<file path="src/shared/ebt_pkg.sv">
// package: register map, field layouts and encodings of the 8-bit timer
package ebt_pkg;

    // ------------------------------------------------------------------
    // register indices (byte address is four times the index)
    // ------------------------------------------------------------------
    localparam int unsigned EBT_ADR_W = 10;
    localparam logic [7:0] EBT_IDX_COUNT = 8'hea;
    localparam logic [7:0] EBT_IDX_CTRL = 8'heb;
    localparam logic [7:0] EBT_IDX_CCTL = 8'hec;
    localparam logic [7:0] EBT_IDX_CMPV = 8'hed;
    localparam logic [7:0] EBT_IDX_FLAGS = 8'hf0;

    // ------------------------------------------------------------------
    // reset values and field positions
    // ------------------------------------------------------------------
    localparam logic [7:0] EBT_COUNT_RST = 8'h00;
    localparam logic [7:0] EBT_CTRL_RST = 8'h08;
    localparam logic [7:0] EBT_CCTL_RST = 8'h40;
    localparam logic [7:0] EBT_CMPV_RST = 8'h00;
    localparam logic [7:0] EBT_COUNT_MAX = 8'hff;
    localparam int unsigned EBT_CLR_BIT = 2;
    localparam int unsigned EBT_FLAG_OVF_BIT = 0;
    localparam int unsigned EBT_FLAG_CH0_BIT = 1;
    localparam int unsigned EBT_PRE_W = 7;

    // ------------------------------------------------------------------
    // encodings
    // ------------------------------------------------------------------
    typedef enum logic [1:0] {
        EBT_MODE_FREE = 2'h0,
        EBT_MODE_DOWN = 2'h1,
        EBT_MODE_MOD = 2'h2,
        EBT_MODE_UPDN = 2'h3
    } ebt_mode_t;

    typedef enum logic [2:0] {
        EBT_ACT_SET = 3'h0,
        EBT_ACT_CLR = 3'h1,
        EBT_ACT_TGL = 3'h2,
        EBT_ACT_SET_UP = 3'h3,
        EBT_ACT_CLR_UP = 3'h4,
        EBT_ACT_SET_MAX = 3'h5,
        EBT_ACT_CLR_ZERO = 3'h6,
        EBT_ACT_NONE = 3'h7
    } ebt_act_t;

    typedef struct packed {
        logic [2:0] div;
        logic run;
        logic ovf_mask;
        logic clr;
        ebt_mode_t mode;
    } ebt_ctrl_t;

    typedef struct packed {
        logic unused;
        logic irq_mask;
        ebt_act_t act;
        logic cmp_en;
        logic [1:0] rsvd;
    } ebt_cctl_t;

endpackage

</file>
<file path="src/design/ebt_prescaler.sv">
// module: tick prescaler producing counter update enables
`timescale 1ns/100ps
module ebt_prescaler
    import ebt_pkg::*;
(
    input wire logic clk_i,
    input wire logic rst_n_i,
    input wire logic tick_i,
    input wire logic [2:0] div_i,
    output logic upd_o
);
    import ebt_pkg::*;

    logic [EBT_PRE_W-1:0] pre_reg;
    logic [EBT_PRE_W-1:0] pre_next;
    wire [EBT_PRE_W:0] mask_wide;
    wire [EBT_PRE_W-1:0] div_mask;
    wire div_done;

    // ------------------------------------------------------------------
    // free-running tick count
    // ------------------------------------------------------------------
    // the divider is decoded from div_i each cycle, so a new setting
    // shapes the very next enable with no wait for a wrap
    assign mask_wide = ({{EBT_PRE_W{1'b0}}, 1'b1} << div_i) - 8'h01;
    assign div_mask = mask_wide[EBT_PRE_W-1:0];
    assign div_done = (pre_reg & div_mask) == div_mask; // RL3
    assign upd_o = tick_i & div_done; // RL2
    assign pre_next = tick_i ? pre_reg + 7'h01 : pre_reg;

    always_ff @(posedge clk_i or negedge rst_n_i) begin
        if (!rst_n_i) begin
            pre_reg <= 7'h00;
        end else begin
            pre_reg <= pre_next;
        end
    end
endmodule

</file>
<file path="src/design/ebt_timer.sv">
// module: 8-bit timer with one compare channel and wishbone registers
//
// Functional notes
// RL1 - 8-bit count readable by software, not writable, resets to zero
// RL2 - control bits 7:5 divide tick rate by 2^n, /1 to /128
// RL3 - new prescaler setting changes update rate immediately
// RL4 - run bit 4, reset 0: 0 suspends counting, 1 counts
// RL5 - overflow mask bit 3, reset 1, gates overflow interrupt request
// RL6 - writing 1 to clear bit 2 zeroes counter; reads as 0
// RL7 - clear bit reads 0 after return from deepest sleep modes
// RL8 - mode 00 counts freely 0 to 255 and wraps
// RL9 - mode 01 counts down from compare value to zero
// RL10 - mode 10 counts 0 up to compare value, restarts at zero
// RL11 - mode 11 counts up to compare value, then down to zero
// RL12 - channel mask bit 6, reset 1, gates channel interrupt request
// RL13 - bits 5:3 choose output action on compare match
// RL14 - codes 000/001/010 set, clear, toggle on match; 111 unused
// RL15 - 011 sets on up match, clears at zero or down match
// RL16 - 100 clears on up match, sets at zero or down match
// RL17 - 101 sets on match, clears when counter reaches 255
// RL18 - 110 clears on match, sets when counter reaches zero
// RL19 - compare enable bit 2, reset 0, switches compare operation
// RL20 - software writes zeros to compare control bits 1:0
// RL21 - 8-bit compare value register, reset zero, also mode limit
// RL22 - separate overflow and compare pending flags; writing 1 ignored
`timescale 1ns/100ps
module ebt_timer
    import ebt_pkg::*;
(
    input wire logic CLOCK_I,
    input wire logic RST_N_I,
    input wire logic TICK_I,
    input wire logic WB_CYC_I,
    input wire logic WB_STB_I,
    input wire logic WB_WE_I,
    input wire logic [ebt_pkg::EBT_ADR_W-1:0] WB_ADR_I,
    input wire logic [3:0] WB_SEL_I,
    input wire logic [31:0] WB_DAT_I,
    output logic [31:0] WB_DAT_O,
    output logic WB_ACK_O,
    output logic CH0_OUT_O,
    output logic OVF_IRQ_O,
    output logic CH0_IRQ_O
);
    import ebt_pkg::*;

    // ------------------------------------------------------------------
    // state
    // ------------------------------------------------------------------
    logic [7:0] cnt_reg;
    logic [7:0] cnt_next;
    logic dir_reg;
    logic dir_next;
    ebt_ctrl_t ctrl_reg;
    ebt_ctrl_t ctrl_next;
    ebt_cctl_t cctl_reg;
    ebt_cctl_t cctl_next;
    logic [7:0] cmpv_reg;
    logic [7:0] cmpv_next;
    logic ovf_flag_reg;
    logic ovf_flag_next;
    logic ch0_flag_reg;
    logic ch0_flag_next;
    logic out_reg;
    logic out_next;
    logic ack_reg;
    logic [7:0] rdat_reg;
    logic [7:0] rd_mux;
    logic ovf_ev;

    // ------------------------------------------------------------------
    // bus decode
    // ------------------------------------------------------------------
    wire req = WB_CYC_I & WB_STB_I;
    wire take = req & ack_reg;
    wire [7:0] idx = WB_ADR_I[EBT_ADR_W-1:2];
    wire [7:0] wdat = WB_DAT_I[7:0];
    wire wr = take & WB_WE_I & WB_SEL_I[0];
    wire wr_ctrl = wr & (idx == EBT_IDX_CTRL);
    wire wr_cctl = wr & (idx == EBT_IDX_CCTL);
    wire wr_cmpv = wr & (idx == EBT_IDX_CMPV);
    wire wr_flags = wr & (idx == EBT_IDX_FLAGS);
    wire clr_wr = wr_ctrl & wdat[EBT_CLR_BIT]; // RL6

    // ------------------------------------------------------------------
    // counter events
    // ------------------------------------------------------------------
    wire upd;
    wire step = upd & ctrl_reg.run; // RL4
    wire at_zero = cnt_reg == EBT_COUNT_RST;
    wire at_max = cnt_reg == EBT_COUNT_MAX;
    wire at_cmp = cnt_reg == cmpv_reg;
    wire updn = ctrl_reg.mode == EBT_MODE_UPDN;
    wire cmp_on = cctl_reg.cmp_en; // RL19
    wire hit = step & cmp_on & at_cmp; // RL13
    wire hit_up = hit & ~dir_reg;
    wire hit_dn = hit & dir_reg;
    wire zero_ev = step & cmp_on & at_zero;
    wire max_ev = step & cmp_on & at_max;

    ebt_prescaler u_pre (
        .clk_i(CLOCK_I),
        .rst_n_i(RST_N_I),
        .tick_i(TICK_I),
        .div_i(ctrl_reg.div),
        .upd_o(upd)
    );

    // ------------------------------------------------------------------
    // count sequencing
    // ------------------------------------------------------------------
    // up/down rests one period at each end so both turning matches occur
    always_comb begin
        cnt_next = cnt_reg;
        dir_next = dir_reg;
        ovf_ev = 1'b0;
        if (clr_wr) begin
            cnt_next = EBT_COUNT_RST; // RL6
            dir_next = 1'b0;
        end else if (step) begin
            case (ctrl_reg.mode)
                EBT_MODE_FREE: begin
                    cnt_next = cnt_reg + 8'h01; // RL8
                    ovf_ev = at_max;
                end
                EBT_MODE_DOWN: begin
                    if (at_zero) begin
                        cnt_next = cmpv_reg; // RL9
                        ovf_ev = 1'b1;
                    end else begin
                        cnt_next = cnt_reg - 8'h01; // RL9
                    end
                end
                EBT_MODE_MOD: begin
                    if (at_cmp) begin
                        cnt_next = EBT_COUNT_RST; // RL10
                        ovf_ev = 1'b1;
                    end else begin
                        cnt_next = cnt_reg + 8'h01; // RL10
                    end
                end
                EBT_MODE_UPDN: begin
                    if (!dir_reg) begin
                        if (at_cmp) begin
                            dir_next = 1'b1; // RL11
                        end else begin
                            cnt_next = cnt_reg + 8'h01;
                        end
                    end else if (at_zero) begin
                        dir_next = 1'b0; // RL11
                        ovf_ev = 1'b1;
                    end else begin
                        cnt_next = cnt_reg - 8'h01; // RL11
                    end
                end
                default: begin
                    cnt_next = cnt_reg;
                end
            endcase
        end
        if (!updn) begin
            dir_next = 1'b0;
        end
    end

    // ------------------------------------------------------------------
    // compare output
    // ------------------------------------------------------------------
    // a match is applied after the zero or 255 action, so a compare value
    // sitting on that end lets the match win
    always_comb begin
        out_next = out_reg;
        case (cctl_reg.act)
            EBT_ACT_SET: begin
                if (hit) out_next = 1'b1; // RL14
            end
            EBT_ACT_CLR: begin
                if (hit) out_next = 1'b0; // RL14
            end
            EBT_ACT_TGL: begin
                if (hit) out_next = ~out_reg; // RL14
            end
            EBT_ACT_SET_UP: begin
                if (updn) begin
                    if (hit_dn) out_next = 1'b0; // RL15
                    if (hit_up) out_next = 1'b1;
                end else begin
                    if (zero_ev) out_next = 1'b0; // RL15
                    if (hit) out_next = 1'b1;
                end
            end
            EBT_ACT_CLR_UP: begin
                if (updn) begin
                    if (hit_dn) out_next = 1'b1; // RL16
                    if (hit_up) out_next = 1'b0;
                end else begin
                    if (zero_ev) out_next = 1'b1; // RL16
                    if (hit) out_next = 1'b0;
                end
            end
            EBT_ACT_SET_MAX: begin
                if (max_ev) out_next = 1'b0; // RL17
                if (hit) out_next = 1'b1; // RL17
            end
            EBT_ACT_CLR_ZERO: begin
                if (zero_ev) out_next = 1'b1; // RL18
                if (hit) out_next = 1'b0; // RL18
            end
            default: begin
                out_next = out_reg;
            end
        endcase
    end

    // ------------------------------------------------------------------
    // register file
    // ------------------------------------------------------------------
    // the clear bit is never stored, so it reads 0 in every state,
    // including after any sleep and wake cycle
    always_comb begin
        ctrl_next = ctrl_reg;
        cctl_next = cctl_reg;
        cmpv_next = cmpv_reg;
        if (wr_ctrl) begin
            ctrl_next = ebt_ctrl_t'(wdat); // RL2 RL4 RL5
            ctrl_next.clr = 1'b0; // RL7
        end
        if (wr_cctl) begin
            cctl_next = ebt_cctl_t'(wdat); // RL12 RL13 RL19
            cctl_next.unused = 1'b0;
        end
        if (wr_cmpv) begin
            cmpv_next = wdat; // RL21
        end
    end

    // set wins over a software clear in the same cycle
    assign ovf_flag_next = ovf_ev |
        (ovf_flag_reg & ~(wr_flags & ~wdat[EBT_FLAG_OVF_BIT])); // RL22
    assign ch0_flag_next = hit |
        (ch0_flag_reg & ~(wr_flags & ~wdat[EBT_FLAG_CH0_BIT])); // RL22

    always_comb begin
        case (idx)
            EBT_IDX_COUNT: rd_mux = cnt_reg; // RL1
            EBT_IDX_CTRL: rd_mux = ctrl_reg;
            EBT_IDX_CCTL: rd_mux = cctl_reg;
            EBT_IDX_CMPV: rd_mux = cmpv_reg;
            EBT_IDX_FLAGS: rd_mux = {6'h00, ch0_flag_reg, ovf_flag_reg};
            default: rd_mux = 8'h00;
        endcase
    end

    always_ff @(posedge CLOCK_I or negedge RST_N_I) begin
        if (!RST_N_I) begin
            cnt_reg <= EBT_COUNT_RST; // RL1
            dir_reg <= 1'b0;
            ctrl_reg <= ebt_ctrl_t'(EBT_CTRL_RST);
            cctl_reg <= ebt_cctl_t'(EBT_CCTL_RST);
            cmpv_reg <= EBT_CMPV_RST;
            ovf_flag_reg <= 1'b0;
            ch0_flag_reg <= 1'b0;
            out_reg <= 1'b0;
        end else begin
            cnt_reg <= cnt_next;
            dir_reg <= dir_next;
            ctrl_reg <= ctrl_next;
            cctl_reg <= cctl_next;
            cmpv_reg <= cmpv_next;
            ovf_flag_reg <= ovf_flag_next;
            ch0_flag_reg <= ch0_flag_next;
            out_reg <= out_next;
        end
    end

    // one wait state: data is captured as ack rises, writes land on the
    // edge that samples ack
    always_ff @(posedge CLOCK_I or negedge RST_N_I) begin
        if (!RST_N_I) begin
            ack_reg <= 1'b0;
            rdat_reg <= 8'h00;
        end else begin
            ack_reg <= req & ~ack_reg;
            if (req & ~ack_reg) begin
                rdat_reg <= rd_mux;
            end
        end
    end

    assign WB_ACK_O = ack_reg;
    assign WB_DAT_O = {24'h000000, rdat_reg};
    assign CH0_OUT_O = out_reg;
    assign OVF_IRQ_O = ovf_flag_reg & ctrl_reg.ovf_mask; // RL5
    assign CH0_IRQ_O = ch0_flag_reg & cctl_reg.irq_mask; // RL12

    wire wr_count = wr & (idx == EBT_IDX_COUNT);
endmodule

</file>
<file path="config.mk">
export PLATFORM = sky130hd
export DESIGN_NAME = ebt_timer
export DESIGN_NICKNAME = d
export VERILOG_FILES = /design/src/shared/ebt_pkg.sv /design/src/design/ebt_prescaler.sv /design/src/design/ebt_timer.sv
export SDC_FILE = /design/constraint.sdc
export NUM_CORES = 1
export LEC_CHECK = 0
export ABC_CLOCK_PERIOD_IN_PS = 6200
export BUFFER_PORTS_ARGS = -buffer_cell sky130_fd_sc_hd__buf_2
export CORE_UTILIZATION = 58
export CTS_BUF_LIST = sky130_fd_sc_hd__clkbuf_16
export CTS_CLUSTER_SIZE = 12
export DETAILED_ROUTE_END_ITERATION = 6
export PLACE_DENSITY = 0.95
export SYNTH_ARGS = -nofsm -noshare
export SYNTH_HDL_FRONTEND = slang
export SYNTH_SLANG_ARGS = --single-unit
</file>
<file path="constraint.sdc">
create_clock -name CLOCK_I -period 6.2 [get_ports CLOCK_I]
set_clock_uncertainty 0.15 [all_clocks]
set_input_delay 0.62 -clock CLOCK_I [delete_from_list [all_inputs] [get_ports CLOCK_I]]
set_output_delay 0.62 -clock CLOCK_I [all_outputs]
set_load 0.03 [all_outputs]
</file>
==> results.cfg, run 1 <==
[detailed_routing]
wl_per_cell_um = 18.6
first_iter_violations = 409
ant_nets = 0
vias = 3083
first_pass_iters = 7
viasPerCell = 6.75
drcViolationCount = 0
drt-total-wl_um = 8500

[critical_path]
critPathLaunchType = register
crit_type = register to register
rr_endpoint = cnt_reg[3]
cp.arrival_ns = 3.49
worstSetupEndpoint = cnt_reg[3]
r2r-start = ctrl_reg[7]
cp-startpoint = ctrl_reg[7]
critPathCaptureType = register
required_ns = 6.24
worstRegToRegCells = 8
cp_max_fo = 16
rrSetupSlack_ns = 2.74

[logic_synthesis]
synth.distinct_cells = 69
synth_enable_flop_cells = 0
avgSynthCellArea_um2 = 9.28
async_reset_ff_share_pct = 100
netlist_area_um2 = 3410
synth_top_area_share_pct = 35.2
ys_seq_area_share_pct = 36.7
ys_warn_count = 0
synth_cells = 368
synthFlopType = dfrtp_1
synth_top_area_cell = dfrtp_1
synth.ff_latch_count = 50
synth_area_leaders = dfrtp_1 35%, mux2_2 6.6%, buf_4 5.7%

[global_routing]
gr-total-overflow = 0
grt_first_pass_wirelength_um = 13800
grtUsageTotal_pct = 29.0
first_global_vias = 2944
grt_max_degree = 51
antenna_found_initial = 0

[cells_and_area]
fill_cells = 436
drive_gt1_share_pct = 20.3
fin_nets = 440
n_antenna_cell = 0
final_util_pct = 64.8
synthToLayoutAreaGrowth_pct = 5.83

[die]
ios = 88
die_h_um = 78.7
placementRows = 27
die_width_um = 78.7
coreArea_um2 = 5570
dieArea_um2 = 6200
initial_utilization_pct = 61.2

[power]
ir_drop_mv = 0.189
p_leak_nw = 1.67
p_per_area_nw_per_um2 = 213

[sta]
relSlewSlack_pct = 11.8
hold-worst-slack_ns = 0.262
slew_violations = 0
finalSetupViolations = 0
fin_crit_sh_pct = 55.7
rsz0062_at_grt = false
clock.fmax_mhz = 289
worstMarginPinSlew_ns = 1.31
fin_tns_setup_ns = 0
finalCriticalPeriod_ns = 3.46
hold_viol = 0

[clock_network]
clkLatencyLatePin_ns = 0.29
clkTransAtPathRegs_ns = 0.07
post_cts_buffers = 0
cts_buffers = 5
cts_hold_buf = 0
cts_tree = done
cts_sinks = 50
post_cts_resized = 0
cts_buffer_depth = 2
cts_max_level = 2
clockRootBuffer = clkbuf_16

[run]
cap_viol_max_count = 0

[placement]
routabilityCongestion = 0.908
hpwlAfterDp_um = 5870
port_buffers = 34

[min_path]
hold_path.class = primary input to async pin

[run_status]
status = finished clean
## per-layer routing
| metal | wire [um] | global-route usage [%] | vias up |
|---|---|---|---|
| li1 | - | - | 1348 |
| met1 | 3170 | 34.3 | 1469 |
| met2 | 4180 | 49.0 | 228 |
| met3 | 873 | 7.24 | 38 |
| met4 | 279 | 14.1 | 0 |
| met5 | 0 | 0 | - |
## power by group
group,switching (mW),total [mW],internal [mW]
combinational,0.0637,0.103,0.0397
sequential,0.0322,0.383,0.351
clock,0.130,0.281,0.152
## logic make-up (layout without fill, tap and decap cells)
group / Yosys count / after routing / synth area share [%]
and+or+nand+nor: 114 / 114 / 18.5
DFF: 50 / 50 / 36.7
buffers and inverters: 61 / 55 / 10.3
adders and majority gates: 4 / 4 / 1.47
xor gates and xnor gates: 17 / 17 / 4.36
muxes: 22 / 22 / 7.33
other: 1 / 24 / 0.110
AOI/OAI and AO/OA: 99 / 99 / 21.2
## layout by cell type, fill, tap and decap left out, drive strengths merged, types with 8 or more instances in the layout
master / count
nand2: 22
a21oi: 13
dfrtp: 48
o21ai: 17
nor2: 23
xnor2: 12
nand2b: 9
nand3: 14
conb: 24
a22oi: 8
inv: 13
buf: 35
mux2: 21
## synth_stat cells, types with 8 or more instances
library cell,n
dfrtp_1,48
buf_4,26
nor2_1,23
nand2_1,22
mux2_2,20
o21ai_0,16
nand3_1,14
a21oi_1,13
buf_2,12
inv_1,12
xnor2_1,12
clkbuf_1,9
nand2b_1,9
a22oi_1,8
## worst min-delay path by stage
stage	from	slack (ns)	end	cells past startpoint
2_1_floorplan	RST_N_I	0.17	CH0_OUT_O	0
3_3_place_gp	rdat_reg[3]	0.31	rdat_reg[3]	1
3_5_place_dp	rdat_reg[3]	0.31	rdat_reg[3]	1
4_1_cts	RST_N_I	0.30	cnt_reg[5]	2
5_1_grt	RST_N_I	0.33	cnt_reg[6]	2
6_report	RST_N_I	0.26	cnt_reg[5]	2
## critical path: stages (launching register included)
cell and delay [ns]:
dfrtp_1 0.51, or3_2 0.49, ha_1 0.29, o211ai_1 0.09, a31oi_1 0.21, nand4_1 0.27, a311oi_2 0.94, o22ai_1 0.18
a22o_1 0.21
## layout make-up
cell class	instances	area (um2)	area share [%]
tap	72	90.1	2.49
inverter	12	45.0	1.25
sequential	50	1250	34.7
timing repair buffer	35	178	4.92
multi-input combinational	280	1900	52.5
clock buffer	5	125	3.46
clock inverter	3	25.0	0.693
## metrics by stage
stage | instance area [um2] | setup WS, ns | total power [mW] | cells
3_3_place_gp | 3460 | 2.95 | 0.480 | 449
2_1_floorplan | 3500 | 3.27 | 0.464 | 391
4_1_cts | 3610 | 2.83 | 0.767 | 457
5_1_grt | 3610 | 2.51 | 0.797 | 457
3_5_place_dp | 3460 | 2.84 | 0.491 | 449
6_report | 3610 | 2.74 | 0.768 | 457
(Power assumes the default switching activity.)
==> run 2: changes to the inputs <==
ABC_CLOCK_PERIOD_IN_PS = 3500   (was 6200)
CORE_UTILIZATION = 54   (was 58)
PLACE_DENSITY = 0.93   (was 0.95)
clock period = 3.5 ns   (was 6.2 ns; I/O delays follow)
==> run 2 against run 1 <==
  * The flow now finishes with violations (DRC)
  * Clock-buffer cell count unchanged
  * Sequential share of layout area decreased by 0.60 points
  * Clock power increased by 100%
  * Non-clock buffer count increased by 5
  * Sequential cell count unchanged
  * First-iteration DRC count increased by 44%
  * Cell count increased by 1.8%
==> results.cfg, run 2 (same netlist as run 1, synthesis figures left out) <==
[run_status]
status = complete, but fails checks
violations = DRC

[critical_path]
cp-startpoint = ctrl_reg[7]
cp.arrival_ns = 3.26
critPathLaunchType = register
required_ns = 3.53
r2r-start = ctrl_reg[7]
cp_max_fo = 11
crit_type = register to register
critPathCaptureType = register

[sta]
postLayoutSetupSlackWorst_ns = 0.276
hold_viol = 0
finalSetupViolations = 0
clock.fmax_mhz = 310
worstMarginPinSlew_ns = 1.10
finalCriticalPeriod_ns = 3.22
rsz0062_at_grt = false
fin_crit_sh_pct = 92.1
fin_tns_setup_ns = 0
slew_violations = 0
relSlewSlack_pct = 26.4

[global_routing]
grt_max_degree = 51
gr-total-overflow = 0
antenna_found_initial = 0
grtUsageTotal_pct = 27.5
grt_first_pass_wirelength_um = 13800
first_global_vias = 2832

[cells_and_area]
fin_nets = 445
final_cell_mix = 48 x dfrtp_1, 34 x buf_2, 24 x conb_1
fill_cells = 470
n_antenna_cell = 0
final_common_cell = dfrtp_1
multi_input_area_um2 = 1900
drive_gt1_share_pct = 21.3
finish.instance_area_um2 = 3680
synthToLayoutAreaGrowth_pct = 7.70
regArea_um2 = 1250

[placement]
place_area_um2 = 3500
port_buffers = 34
routabilityCongestion = 0.939
hpwlAfterDp_um = 5820
dp_slack_ns = 0.411

[power]
netSwitchingFraction_pct = 27.4
comb_power_share_pct = 12.6
switchingPower_mw = 0.391
clkPwrFrac_pct = 40.0
seq_power_share_pct = 47.4
p_leak_nw = 1.71
p_per_area_nw_per_um2 = 388
total_power_mw = 1.42
p_int_mw = 1.03
ir_drop_mv = 0.366

[die]
placementRows = 28
coreArea_um2 = 6030
die_h_um = 81.5
ios = 88
dieArea_um2 = 6640
initial_utilization_pct = 56.6
die_width_um = 81.5

[detailed_routing]
first_pass_iters = 7
drcViolationCount = 1
ant_nets = 0
drt-total-wl_um = 8310
viasPerCell = 6.62
wl_per_cell_um = 17.9
first_iter_violations = 588
vias = 3076

[clock_network]
cts_buffers = 5
clkTransAtPathRegs_ns = 0.07
cts_max_level = 2
clkLatencyLatePin_ns = 0.30
cts_tree = done
cts_sinks = 50
post_cts_resized = 0
post_cts_buffers = 0
cts_hold_buf = 0
cts_buffer_depth = 2
clockRootBuffer = clkbuf_16

[min_path]
hold_path.class = primary input to async pin

[run]
cap_viol_max_count = 0
run 2: cell types whose count changed in the layout (fill, tap and decap cells not counted), sizes merged:
cell	previous run	this run
clkinv	1	0
bufinv	0	1
clkinvlp	1	0
buf	35	40
inv	13	14
run 2: worst max-delay path: stages (launching register included):
cell and delay (ns):
dfrtp_1 0.51, or3_2 0.50, ha_1 0.28, or4b_1 0.51, a31o_1 0.26, and2_4 0.20, a21boi_0 0.26, a211oi_1 0.12
mux2_4 0.31
run 2: power groups by stage:
| stage | clock, mW | combinational, mW | sequential [mW] |
|---|---|---|---|
| floorplan | 0 | 0.143 | 0.680 |
| global placement | 0 | 0.169 | 0.682 |
| detailed placement | 0 | 0.180 | 0.686 |
| CTS | 0.578 | 0.181 | 0.674 |
| global route | 0.597 | 0.198 | 0.686 |
| finish | 0.570 | 0.179 | 0.675 |
run 2: path summary, 6_finish.rpt:
| kind | end | slack, ns | cells after the start |
|---|---|---|---|
| worst min register to register | rdat_reg[5] | 0.33 | 1 |
| worst max register to register | CH0_OUT_O | 0.28 | 8 |
| worst min-delay path | ctrl_reg[4] | 0.11 | 1 |
| worst max-delay path | CH0_OUT_O | 0.28 | 8 |
| min in group CLOCK_I | ctrl_reg[7] | 0.16 | 3 |
| max in group asynchronous | cnt_reg[2] | 2.41 | 1 |
run 2: per-layer routing:
layer  vias to the layer above  GRT usage (%)  wire length (um)
li1                       1352              -                 -
met1                      1496           35.0              3290
met2                       202           45.4              4060
met3                        26           5.89               785
met4                         0           10.5               179
met5                         -              0                 0
run 2: cell type report:
class,count,share of cell area [%]
Clock buffer,5,3.40
Clock inverter,3,1.29
Inverter,12,1.23
Multi-Input combinational cell,280,51.6
Sequential cell,50,34.1
Tap cell,75,2.55
Timing Repair Buffer,40,5.85
run 2: stage by stage:
stage	hold WS, ns	util, %	std cells
floorplan	-0.0956	-	391
global route	0.154	61.0	465
global placement	0.306	58.1	457
detailed placement	0.314	58.1	457
CTS	0.140	61.0	465
finish	0.108	61.0	465
==> run 3: changes to the inputs <==
ABC_CLOCK_PERIOD_IN_PS = 3100   (was 3500)
PLACE_DENSITY = 0.92   (was 0.93)
REMOVE_ABC_BUFFERS = 1   (was not set)
clock period = 3.1 ns   (was 3.5 ns; I/O delays follow)
==> run 3 against run 2 <==
  * Setup slack got worse by 0.14 ns
  * Die area unchanged
  * Total power up 5.7%
  * Critical endpoint unchanged
  * The run now ends clean
  * Global-route usage up 0.54 points
  * Non-clock buffer count grew 5
  * Core utilization grew 0.50 points
==> results.cfg, run 3 (same netlist as run 1, synthesis figures left out) <==
[power]
p_leak_nw = 1.73
total_power_mw = 1.51
ir_drop_mv = 0.321
p_per_area_nw_per_um2 = 406

[detailed_routing]
drcViolationCount = 0
wl_per_cell_um = 18.1
viasPerCell = 6.60
first_pass_iters = 7
vias = 3102
first_iter_violations = 526
drt-total-wl_um = 8520
ant_nets = 0

[die]
initial_utilization_pct = 56.6
die_h_um = 81.5
ios = 88
die_width_um = 81.5
coreArea_um2 = 6030
placementRows = 28
dieArea_um2 = 6640

[critical_path]
cp-startpoint = ctrl_reg[5]
cp_max_fo = 6
critPathLaunchType = register
rr_endpoint = CH0_OUT_O
cp.arrival_ns = 2.99
r2r-start = ctrl_reg[5]
critPathCaptureType = register
required_ns = 3.13
worstRegToRegCells = 8
crit_type = register to register
rrSetupSlack_ns = 0.14

[sta]
rsz0062_at_grt = false
fin_crit_sh_pct = 95.5
fin_tns_setup_ns = 0
worstMarginPinSlew_ns = 1.16
hold-worst-slack_ns = 0.0893
hold_viol = 0
postLayoutSetupSlackWorst_ns = 0.138
finalCriticalPeriod_ns = 2.96
finalSetupViolations = 0
clock.fmax_mhz = 338
slew_violations = 0
relSlewSlack_pct = 22.6

[global_routing]
grt.met2_usage_pct = 46.3
met3_usage_pct = 5.78
grt_max_degree = 51
first_global_vias = 2947
grt_use_met1_pct = 33.6
gr-total-overflow = 0
antenna_found_initial = 0
grtUsageTotal_pct = 28.0
grt_first_pass_wirelength_um = 14000
top_usage_layer = met2

[clock_network]
cts_tree = done
cts_buffers = 5
cts_max_level = 2
cts_buffer_depth = 2
clockRootBuffer = clkbuf_16
cts_sinks = 50
clkLatencyLatePin_ns = 0.29
clkTransAtPathRegs_ns = 0.06

[placement]
place_area_um2 = 3530
dp.cells = 461
dp_slack_ns = -0.0264
hpwlAfterDp_um = 5940
routabilityCongestion = 0.938
port_buffers = 34

[run]
cap_viol_max_count = 0

[cells_and_area]
n_antenna_cell = 0
final_cell_mix = 48 x dfrtp_1, 34 x buf_2, 24 x conb_1
fin_cells = 470
fin_nets = 450
finish.instance_area_um2 = 3710
final_common_cell = dfrtp_1
synthToLayoutAreaGrowth_pct = 8.58
final_util_pct = 61.5
drive_gt1_share_pct = 21.8

[min_path]
hold_path.class = primary input to async pin

[run_status]
status = finished clean
-- run 3: changes by cell type in the layout (fill, tap and decap cells not counted), sizes merged --
cell	change
buf	+5
bufinv	-1
clkinv	+1
-- run 3: worst max-delay path, cell delays in order (launching register included) --
cell	delay (ns)
dfrtp_1	0.37
or3_2	0.48
ha_1	0.27
or4b_1	0.48
a31o_1	0.24
and2_4	0.19
and4_4	0.18
a211o_1	0.23
mux2_4	0.25
-- run 3: what timing repair did --
item,CTS,global route
gates resized for setup,1,0
endpoints found under the setup margin,6,1
buffers inserted,0,1
hold buffers,0,0
pin swaps,0,1
-- run 3: worst max-delay path by stage --
stage,depth (start not counted),end,slack (ns)
CTS,8,CH0_OUT_O,0.14
finish,8,CH0_OUT_O,0.14
floorplan,8,cnt_reg[6],0.21
global placement,8,cnt_reg[4],0.08
detailed placement,8,cnt_reg[5],-0.03
global route,8,CH0_OUT_O,0.03
-- run 3: cell type report --
type / instances / area, um2
Fill cell: 476 / 2320
Multi-Input combinational cell: 280 / 1910
Sequential cell: 50 / 1250
Timing Repair Buffer: 45 / 265
Clock buffer: 5 / 125
Tap cell: 75 / 93.8
Inverter: 12 / 45.0
Clock inverter: 3 / 16.3
-- run 3: metal layers --
metal  share of wire, %  up-vias
met4                4.0        0
li1                   -     1374
met1                 39     1468
met3                8.3       45
met5                  0        -
met2                 49      215
-- run 3: power by group --
| group | internal (mW) | leakage (nW) | switching, mW |
|---|---|---|---|
| registers | 0.702 | 0.654 | 0.0618 |
| logic | 0.0777 | 1.00 | 0.120 |
| clock network | 0.297 | 0.0730 | 0.247 |
